==> src/inc/pdc_pkg.sv <==
`default_nettype none
package pdc_pkg;
	// --------------------------------------------------------------------
	// Structure
	// --------------------------------------------------------------------
	localparam int NUM_CHAN = 4;
	localparam int NUM_SYSREF = 8;
	localparam int CLK_DELAY_STEPS = 256;
	localparam int CLK_DELAY_W = 8;
	localparam int SYSREF_DELAY_W = 3;
	localparam int MULT_W = 2;
	localparam int DIV_W = 8;
	localparam int FINE_W = 5;
	localparam int DAC_W = 15;
	localparam int ACC_W = 16;
	localparam int TARGET_W = 10;
	localparam int ADDR_W = 8;
	localparam int DATA_W = 32;
	// --------------------------------------------------------------------
	// Register offsets (byte addresses)
	// --------------------------------------------------------------------
	localparam logic [ADDR_W-1:0] OFS_CTRL = 8'h00;
	localparam logic [ADDR_W-1:0] OFS_PREDIV = 8'h04;
	localparam logic [ADDR_W-1:0] OFS_FBDIV = 8'h08;
	localparam logic [ADDR_W-1:0] OFS_RESULT = 8'h0C;
	localparam logic [ADDR_W-1:0] OFS_IRQ_STATUS = 8'h10;
	localparam logic [ADDR_W-1:0] OFS_IRQ_MASK = 8'h14;
	localparam logic [ADDR_W-1:0] OFS_CLK_DELAY = 8'h20;
	localparam logic [ADDR_W-1:0] OFS_SYSREF_DELAY = 8'h40;
	// --------------------------------------------------------------------
	// Fields and reset values
	// --------------------------------------------------------------------
	localparam int CTRL_START_BIT = 0;
	localparam int CTRL_MULT_LSB = 1;
	localparam int RESULT_VALID_BIT = 15;
	localparam int RESULT_BUSY_BIT = 16;
	localparam int RESULT_OSC_BIT = 17;
	localparam int IRQ_DONE_BIT = 0;
	localparam int IRQ_LIMIT_BIT = 1;
	localparam int IRQ_W = 2;
	localparam logic [DIV_W-1:0] PREDIV_RESET = 8'h01;
	localparam logic [DIV_W-1:0] FBDIV_RESET = 8'h01;
	localparam logic [MULT_W-1:0] MULT_RESET = 2'h0;
	localparam logic [DAC_W-1:0] DAC_MIN = 15'h0000;
	localparam logic [DAC_W-1:0] DAC_MAX = 15'h7FFF;
	localparam logic [SYSREF_DELAY_W-1:0] SYSREF_LEAD_MAX = 3'h3;
	typedef enum logic [1:0] {
		CAL_IDLE = 2'b00,
		CAL_WINDOW = 2'b01,
		CAL_DECIDE = 2'b11,
		CAL_DONE = 2'b10
	} pdc_cal_state_t;
endpackage
`default_nettype wire

==> src/design/pdc_delay_line.sv <==
`default_nettype none
module pdc_delay_line #(
	parameter int DEPTH = pdc_pkg::CLK_DELAY_STEPS,
	parameter int SEL_W = pdc_pkg::CLK_DELAY_W
) (
	input wire logic clk,
	input wire logic rst,
	input wire logic din,
	input wire logic [SEL_W-1:0] sel,
	output logic dout_reg
);
	import pdc_pkg::*;
	logic [DEPTH-1:0] hist_reg;
	initial begin
		if (DEPTH != (1 << SEL_W)) begin
			$error("pdc_delay_line: DEPTH must equal 2**SEL_W");
		end
	end
	// History of the channel input; tap k is the input k+1 periods ago.
	always_ff @(posedge clk or posedge rst) begin
		if (rst) begin
			hist_reg <= '0;
			dout_reg <= 1'b0;
		end else begin
			hist_reg <= {hist_reg[DEPTH-2:0], din};
			dout_reg <= hist_reg[sel];
		end
	end
endmodule
`default_nettype wire

==> src/design/pdc_cal_engine.sv <==
`default_nettype none
module pdc_cal_engine (
	input wire logic clk,
	input wire logic rst,
	input wire logic start,
	input wire logic [pdc_pkg::DIV_W-1:0] prediv,
	input wire logic [pdc_pkg::DIV_W-1:0] fbdiv,
	input wire logic [pdc_pkg::MULT_W-1:0] mult,
	output logic busy,
	output logic done,
	output logic [pdc_pkg::DAC_W-1:0] code_reg
);
	import pdc_pkg::*;
	pdc_cal_state_t state_reg, state_next;
	logic [DAC_W-1:0] trial_reg;
	logic [3:0] bit_reg;
	logic [DIV_W-1:0] win_reg;
	logic [ACC_W-1:0] acc_reg;
	logic [TARGET_W-1:0] edges_reg;
	wire [ACC_W:0] acc_sum = {1'b0, acc_reg} + {2'b00, trial_reg};
	wire [TARGET_W-1:0] target = TARGET_W'(fbdiv) * TARGET_W'({1'b0, mult} + 3'h1);
	wire win_end = (win_reg >= prediv);
	wire too_fast = (edges_reg > target);
	wire [DAC_W-1:0] bit_mask = DAC_W'(1) << bit_reg;
	assign busy = (state_reg != CAL_IDLE);
	assign done = (state_reg == CAL_DONE);
	always_comb begin
		state_next = state_reg;
		case (state_reg)
			CAL_IDLE: if (start) state_next = CAL_WINDOW;
			CAL_WINDOW: if (win_end) state_next = CAL_DECIDE;
			CAL_DECIDE: state_next = (bit_reg == 4'h0) ? CAL_DONE : CAL_WINDOW;
			CAL_DONE: state_next = CAL_IDLE;
			default: state_next = CAL_IDLE;
		endcase
	end
	// Successive approximation of the oscillator control word: the modelled
	// oscillator edge count over one reference period is held to the
	// feedback target, so the code settles where f1 equals f2.
	always_ff @(posedge clk or posedge rst) begin
		if (rst) begin
			state_reg <= CAL_IDLE;
			trial_reg <= '0;
			bit_reg <= '0;
			win_reg <= '0;
			acc_reg <= '0;
			edges_reg <= '0;
			code_reg <= '0;
		end else begin
			state_reg <= state_next;
			if (state_reg == CAL_IDLE && start) begin
				trial_reg <= DAC_W'(1) << (DAC_W - 1);
				bit_reg <= 4'(DAC_W - 1);
				win_reg <= DIV_W'(1);
				acc_reg <= '0;
				edges_reg <= '0;
			end else if (state_reg == CAL_WINDOW) begin
				acc_reg <= acc_sum[ACC_W-1:0];
				edges_reg <= edges_reg + TARGET_W'(acc_sum[ACC_W]);
				win_reg <= win_reg + DIV_W'(1);
			end else if (state_reg == CAL_DECIDE) begin
				win_reg <= DIV_W'(1);
				acc_reg <= '0;
				edges_reg <= '0;
				if (bit_reg != 4'h0) begin
					bit_reg <= bit_reg - 4'h1;
					trial_reg <= (too_fast ? (trial_reg & ~bit_mask) : trial_reg) | (bit_mask >> 1);
				end else begin
					code_reg <= too_fast ? (trial_reg & ~bit_mask) : trial_reg;
				end
			end
		end
	end
endmodule
`default_nettype wire

==> src/design/pdc_top.sv <==
`default_nettype none
module pdc_top #(
	parameter int NUM_CHAN = pdc_pkg::NUM_CHAN,
	parameter int NUM_SYSREF = pdc_pkg::NUM_SYSREF,
	parameter int CLK_DELAY_STEPS = pdc_pkg::CLK_DELAY_STEPS
) (
	input wire logic clk,
	input wire logic rst,
	input wire logic [pdc_pkg::ADDR_W-1:0] reg_addr,
	input wire logic [pdc_pkg::DATA_W-1:0] reg_wdata,
	input wire logic reg_write,
	input wire logic reg_read,
	output logic [pdc_pkg::DATA_W-1:0] reg_rdata_reg,
	input wire logic [NUM_CHAN-1:0] channel_clock_in,
	input wire logic sysref_in,
	output logic [NUM_CHAN-1:0] clock_output,
	output logic [NUM_SYSREF-1:0] sysref_output,
	output logic [NUM_SYSREF*pdc_pkg::FINE_W-1:0] sysref_fine_delay_reg,
	output logic [NUM_SYSREF-1:0] sysref_leads_clock_reg,
	output logic [pdc_pkg::DAC_W-1:0] sysref_delay_unit_reg,
	output logic [pdc_pkg::MULT_W-1:0] oscillator_output_divider_reg,
	output logic calibration_oscillator_on,
	output logic irq
);
	import pdc_pkg::*;

	// --------------------------------------------------------------------
	// Elaboration checks
	// --------------------------------------------------------------------
	initial begin
		if (NUM_CHAN < 1 || NUM_CHAN > 8) begin
			$error("pdc_top: NUM_CHAN must lie in 1..8");
		end
		if (NUM_SYSREF < 1 || NUM_SYSREF > 8) begin
			$error("pdc_top: NUM_SYSREF must lie in 1..8");
		end
		if (CLK_DELAY_STEPS != (1 << CLK_DELAY_W)) begin
			$error("pdc_top: CLK_DELAY_STEPS must match the delay field width");
		end
	end

	// --------------------------------------------------------------------
	// Helpers
	// --------------------------------------------------------------------
	// Address match for a register array starting at base, one word each.
	function automatic logic arr_hit(input logic [ADDR_W-1:0] addr,
		input logic [ADDR_W-1:0] base, input int idx);
		arr_hit = (addr == ADDR_W'(base + ADDR_W'(idx * 4)));
	endfunction

	// Multiplier code 0..3 stands for numeric multiplier 1..4.
	function automatic logic [2:0] mult_value(input logic [MULT_W-1:0] code);
		mult_value = {1'b0, code} + 3'h1;
	endfunction

	// --------------------------------------------------------------------
	// Configuration registers
	// --------------------------------------------------------------------
	logic calibration_start_bit_reg;
	logic [MULT_W-1:0] delay_unit_multiplier_reg;
	logic [DIV_W-1:0] reference_predivider_reg;
	logic [DIV_W-1:0] feedback_divider_reg;
	logic [IRQ_W-1:0] irq_status_reg;
	logic [IRQ_W-1:0] irq_mask_reg;
	logic [CLK_DELAY_W-1:0] clk_delay_reg [NUM_CHAN];
	logic [SYSREF_DELAY_W-1:0] sysref_delay_reg [NUM_SYSREF];
	logic cal_valid_reg;

	wire wr_ctrl = reg_write && (reg_addr == OFS_CTRL);
	wire wr_prediv = reg_write && (reg_addr == OFS_PREDIV);
	wire wr_fbdiv = reg_write && (reg_addr == OFS_FBDIV);
	wire wr_irq_status = reg_write && (reg_addr == OFS_IRQ_STATUS);
	wire wr_irq_mask = reg_write && (reg_addr == OFS_IRQ_MASK);

	// --------------------------------------------------------------------
	// Calibration control
	// --------------------------------------------------------------------
	logic cal_busy;
	logic cal_done;
	logic [DAC_W-1:0] cal_code;

	// A start request is taken only while no calibration runs; the start
	// bit then stays high until the engine reports completion.
	wire start_req = wr_ctrl && reg_wdata[CTRL_START_BIT] && !calibration_start_bit_reg;
	wire cal_limit = (cal_code == DAC_MIN) || (cal_code == DAC_MAX);
	wire [IRQ_W-1:0] irq_events = {cal_done && cal_limit, cal_done};

	pdc_cal_engine u_cal (
		.clk(clk),
		.rst(rst),
		.start(start_req),
		.prediv(reference_predivider_reg),
		.fbdiv(feedback_divider_reg),
		.mult(delay_unit_multiplier_reg),
		.busy(cal_busy),
		.done(cal_done),
		.code_reg(cal_code)
	);

	// Oscillator and its three dividers are powered only during a run.
	assign calibration_oscillator_on = cal_busy;

	always_ff @(posedge clk or posedge rst) begin
		if (rst) begin
			calibration_start_bit_reg <= 1'b0;
		end else if (cal_done) begin
			calibration_start_bit_reg <= 1'b0;
		end else if (start_req) begin
			calibration_start_bit_reg <= 1'b1;
		end
	end

	// The multiplier also selects the oscillator output divider.
	always_ff @(posedge clk or posedge rst) begin
		if (rst) begin
			delay_unit_multiplier_reg <= MULT_RESET;
			oscillator_output_divider_reg <= MULT_RESET;
		end else if (wr_ctrl && !calibration_start_bit_reg) begin
			delay_unit_multiplier_reg <= reg_wdata[CTRL_MULT_LSB +: MULT_W];
			oscillator_output_divider_reg <= reg_wdata[CTRL_MULT_LSB +: MULT_W];
		end
	end

	// Divider settings are frozen during a run so the engine sees one setup.
	always_ff @(posedge clk or posedge rst) begin
		if (rst) begin
			reference_predivider_reg <= PREDIV_RESET;
			feedback_divider_reg <= FBDIV_RESET;
		end else begin
			if (wr_prediv && !calibration_start_bit_reg) begin
				reference_predivider_reg <= reg_wdata[DIV_W-1:0];
			end
			if (wr_fbdiv && !calibration_start_bit_reg) begin
				feedback_divider_reg <= reg_wdata[DIV_W-1:0];
			end
		end
	end

	// --------------------------------------------------------------------
	// Latched delay unit
	// --------------------------------------------------------------------
	// Only the power-on reset discards the result; nothing the software
	// writes touches it outside a completed run.
	always_ff @(posedge clk or posedge rst) begin
		if (rst) begin
			sysref_delay_unit_reg <= '0;
			cal_valid_reg <= 1'b0;
		end else if (cal_done) begin
			sysref_delay_unit_reg <= cal_code;
			cal_valid_reg <= 1'b1;
		end
	end

	// --------------------------------------------------------------------
	// Interrupts
	// --------------------------------------------------------------------
	// A new event in the cycle of a write-one-to-clear keeps its bit set.
	always_ff @(posedge clk or posedge rst) begin
		if (rst) begin
			irq_status_reg <= '0;
			irq_mask_reg <= '0;
		end else begin
			irq_status_reg <= (irq_status_reg &
				~(wr_irq_status ? reg_wdata[IRQ_W-1:0] : '0)) | irq_events;
			if (wr_irq_mask) begin
				irq_mask_reg <= reg_wdata[IRQ_W-1:0];
			end
		end
	end

	assign irq = |(irq_status_reg & irq_mask_reg);

	// --------------------------------------------------------------------
	// Clock channel delay
	// --------------------------------------------------------------------
	genvar gc;
	generate
		for (gc = 0; gc < NUM_CHAN; gc++) begin : g_chan
			wire wr_this = reg_write && arr_hit(reg_addr, OFS_CLK_DELAY, gc);
			always_ff @(posedge clk or posedge rst) begin
				if (rst) begin
					clk_delay_reg[gc] <= '0;
				end else if (wr_this) begin
					clk_delay_reg[gc] <= reg_wdata[CLK_DELAY_W-1:0];
				end
			end
			// One step equals one input clock period, whatever the rate.
			pdc_delay_line #(
				.DEPTH(CLK_DELAY_STEPS),
				.SEL_W(CLK_DELAY_W)
			) u_line (
				.clk(clk),
				.rst(rst),
				.din(channel_clock_in[gc]),
				.sel(clk_delay_reg[gc]),
				.dout_reg(clock_output[gc])
			);
		end
	endgenerate

	// --------------------------------------------------------------------
	// SYSREF output delay
	// --------------------------------------------------------------------
	// The fine delay is expressed in eighths of the oscillator period;
	// the analog stage turns this code into time with the latched unit.
	wire [2:0] mult_num = mult_value(delay_unit_multiplier_reg);

	genvar gs;
	generate
		for (gs = 0; gs < NUM_SYSREF; gs++) begin : g_ref
			wire wr_this = reg_write && arr_hit(reg_addr, OFS_SYSREF_DELAY, gs);
			wire [FINE_W-1:0] fine = FINE_W'(sysref_delay_reg[gs]) * FINE_W'(mult_num);
			always_ff @(posedge clk or posedge rst) begin
				if (rst) begin
					sysref_delay_reg[gs] <= '0;
					sysref_output[gs] <= 1'b0;
					sysref_fine_delay_reg[gs*FINE_W +: FINE_W] <= '0;
					sysref_leads_clock_reg[gs] <= 1'b0;
				end else begin
					if (wr_this) begin
						sysref_delay_reg[gs] <= reg_wdata[SYSREF_DELAY_W-1:0];
					end
					sysref_output[gs] <= sysref_in;
					sysref_fine_delay_reg[gs*FINE_W +: FINE_W] <= fine;
					sysref_leads_clock_reg[gs] <= (sysref_delay_reg[gs] <= SYSREF_LEAD_MAX);
				end
			end
		end
	endgenerate

	// --------------------------------------------------------------------
	// Read path
	// --------------------------------------------------------------------
	logic [DATA_W-1:0] rd_mux;
	always_comb begin
		rd_mux = '0;
		case (reg_addr)
			OFS_CTRL: begin
				rd_mux[CTRL_START_BIT] = calibration_start_bit_reg;
				rd_mux[CTRL_MULT_LSB +: MULT_W] = delay_unit_multiplier_reg;
			end
			OFS_PREDIV: rd_mux[DIV_W-1:0] = reference_predivider_reg;
			OFS_FBDIV: rd_mux[DIV_W-1:0] = feedback_divider_reg;
			OFS_RESULT: begin
				rd_mux[DAC_W-1:0] = sysref_delay_unit_reg;
				rd_mux[RESULT_VALID_BIT] = cal_valid_reg;
				rd_mux[RESULT_BUSY_BIT] = cal_busy;
				rd_mux[RESULT_OSC_BIT] = calibration_oscillator_on;
			end
			OFS_IRQ_STATUS: rd_mux[IRQ_W-1:0] = irq_status_reg;
			OFS_IRQ_MASK: rd_mux[IRQ_W-1:0] = irq_mask_reg;
			default: begin
				for (int i = 0; i < NUM_CHAN; i++) begin
					if (arr_hit(reg_addr, OFS_CLK_DELAY, i)) begin
						rd_mux[CLK_DELAY_W-1:0] = clk_delay_reg[i];
					end
				end
				for (int i = 0; i < NUM_SYSREF; i++) begin
					if (arr_hit(reg_addr, OFS_SYSREF_DELAY, i)) begin
						rd_mux[SYSREF_DELAY_W-1:0] = sysref_delay_reg[i];
					end
				end
			end
		endcase
	end

	// Read data stand only in the cycle after the strobe; zero otherwise.
	always_ff @(posedge clk or posedge rst) begin
		if (rst) begin
			reg_rdata_reg <= '0;
		end else begin
			reg_rdata_reg <= reg_read ? rd_mux : '0;
		end
	end
endmodule
`default_nettype wire

==> config.mk <==
export PLATFORM = sky130hd
export DESIGN_NAME = pdc_top
export DESIGN_NICKNAME = d
export VERILOG_FILES = /design/src/inc/pdc_pkg.sv /design/src/design/pdc_delay_line.sv /design/src/design/pdc_cal_engine.sv /design/src/design/pdc_top.sv
export SDC_FILE = /design/constraint.sdc
export NUM_CORES = 2
export LEC_CHECK = 0
export BUFFER_PORTS_ARGS = -buffer_cell sky130_fd_sc_hd__buf_4
export CORE_ASPECT_RATIO = 1.2
export CORE_UTILIZATION = 35
export CTS_BUF_LIST = sky130_fd_sc_hd__clkbuf_4
export DETAILED_ROUTE_END_ITERATION = 7
export PLACE_DENSITY = 0.55
export SETUP_SLACK_MARGIN = 0.1
export SLEW_MARGIN = 20
export SYNTH_ARGS = -nofsm -noshare
export SYNTH_HDL_FRONTEND = slang
export SYNTH_SLANG_ARGS = --single-unit
==> constraint.sdc <==
create_clock -name clk -period 78.3 [get_ports clk]
set_clock_uncertainty 0.15 [all_clocks]
set_input_delay 7.83 -clock clk [delete_from_list [all_inputs] [get_ports clk]]
set_output_delay 7.83 -clock clk [all_outputs]
set_load 0.05 [all_outputs]
==> reports/metrics.yaml <==
status: "finished clean"
rsz0062_at_grt: "false"
worstHoldStart: "g_chan[2].u_line.hist_reg[22]"
vias: 24900
synth.area.mux_share_pct: 15.3
vias_per_cell: 4.96
fin_nets: 3270
yosysWarnings: 0
grt_pass1_wl_um: 159000
slew_viol_final: 0
fin_util_pct: 40.4
postCtsResizedCells: 0
whs_path_depth: 0
first_pass_iters: 6
power_mw: 1.37
synth-main-ff-cell: "dfrtp_1"
fillerInstances: 12000
setup_viol: 0
reg2reg_slack_ps: 72550
synth_top_cell_by_area: "dfrtp_1"
worstMarginPinSlew_ps: 1080
die_w_um: 333
gp_congestion: 0.803
clk_pin_slew_ps: 60
largest_reg_flops: 1024
synth_seq_cells: 1259
overflow: 0
dpl_cell_area_um2: 48600
grt_start_max_net_pins: 180
slew_headroom_pct: 27.9
synth-async-reset-ratio_pct: 100
cp_max_fo: 179
dieArea_um2: 133000
worstHoldEndpoint: "g_chan[2].u_line.hist_reg[23]"
hold_viol: 0
io_pins: 160
synth_compound_gate_area_share_pct: 5.44
syn_inst: 2758
timing.rr.start: "delay_unit_multiplier_reg[0]"
post-route-drc-count: 0
crit_path_start_kind: "input port"
irDropWorstVdd_mv: 0.0131
post-place-cells: 4467
tns_ps: 0
cp-end-kind: "asynchronous set/reset pin"
max_freq_mhz: 91.5
yosysSeqAreaShare_pct: 68.5
regArea_um2: 31500
timing.rr.end: "u_cal.trial_reg[6]"
drt_iter0_drc: 1571
stdcell_count: 5019
crit_required_ps: 79240
synth.most_common_cell: "dfrtp_1"
clk_latency_ps: 1180
hp-class: "register to register"
leakagePower_nw: 25.0
syn2layout_area_growth_pct: 14.2
die_h_um: 399
synth_area_um2: 46000
power-per-cell-area_nw_per_um2: 26.0
worst_ep_arrival_time_ps: 11880
fin_ws_ps: 67370
core-area_um2: 130000
grt_pass1_vias: 27600
wirelength_um: 98000
clock_path_buffers: 4
synth-simple-area-share_pct: 4.49
yosysUniqueCellTypes: 60
cts_hold_buf: 0
synth_area_leaders: "dfrtp_1 68%, mux4_2 13%, mux2_2 2.3%"
floorplan.initialDensity_pct: 35.3
syn_avg_cell_area_um2: 16.7
cts_tree: "built"
cts_buffers: 342
fin_crit_sh_pct: 14.0
r2r_cells: 17
port_buffers: 121
place_hpwl_um: 59600
fin_area_um2: 52600
yosys.area.top_type_share_pct: 68.4
multiInputGateArea_um2: 13500
netlist_top_cells_count: "1257 x dfrtp_1, 263 x mux4_2, 170 x nand2_1"
drive_above_1_share_pct: 31.1
ant_nets: 0
period_minus_slack_ps: 10930
rows: 145
cts_setup_buffers: 0
synth-edff-count: 0
hold_ws_ps: 168
wl_per_cell_um: 19.5
synth_xor_area_share_pct: 0.818
pre_cts_ws_ps: 65890
grt_usage_pct: 15.3
yosys.area_share.adder_pct: 3.08
cts-root-buf: "clkbuf_4"
path_class: "input port to asynchronous set/reset pin"
cts_max_level: 5
cts_sinks: 1259
synth_top_family_by_area: "multiplexers"
antenna_found_initial: 16
drv_cap: 0
==> kinds of logic after synthesis <==
kind of cell	count (synthesis)
AO/OA/AOI/OAI	343
XOR/XNOR	43
adder cells (fa/ha/maj)	99
buffers and inverters	229
flip-flops	1259
multiplexers	363
other	1
AND/OR/NAND/NOR	421
==> worst max-delay path: stages <==
cell    delay [ps]
buf_4          130
inv_8          530
buf_12         670
buf_4          710
buf_4          760
buf_4          880
==> routing by layer <==
metal / share of wire [%] / up-vias / GRT usage (%)
met5: 0.070 / - / 0
met4: 2.6 / 12 / 6.20
met3: 6.0 / 168 / 4.82
met2: 46 / 612 / 22.8
met1: 45 / 13200 / 20.9
li1: - / 10900 / -
==> power breakdown <==
group          total (mW)  switching (mW)  internal [mW]
combinational       0.134          0.0853         0.0491
clock               0.539           0.255          0.284
sequential          0.694          0.0228          0.671
==> area by class of cell <==
type	instances	share of cell area [%]
Tap cell	1690	4.02
Inverter	72	0.528
Timing Repair Buffer	164	2.41
Antenna cell	10	0.0476
Clock inverter	64	0.571
Multi-Input combinational cell	1283	25.6
Clock buffer	477	6.81
Sequential cell	1259	60.0
==> cell usage in the layout (no fill, tap or decap), types with 36 or more instances in the layout <==
master / count
dfrtp_1: 1249
clkbuf_4: 477
mux4_2: 263
nand2_1: 170
buf_4: 161
a22oi_1: 105
mux2_2: 92
ha_1: 75
inv_1: 71
nor2_1: 59
clkinv_1: 50
o21ai_0: 44
a22o_1: 41
and2_1: 40
nor2b_1: 38
a21oi_1: 36
==> how the worst max path moves through the flow <==
stage,depth (start not counted),slack (ps),end,from
global route,6,66740,g_chan[2].u_line.hist_reg[22],rst
finish,6,67370,g_chan[2].u_line.hist_reg[22],rst
floorplan,1,34840,cal_valid_reg,rst
detailed placement,6,65890,g_chan[3].u_line.hist_reg[107],rst
CTS,6,67200,g_chan[3].u_line.hist_reg[202],rst
global placement,6,65920,g_chan[3].u_line.hist_reg[104],rst
Power figures use the tool's default switching activity.
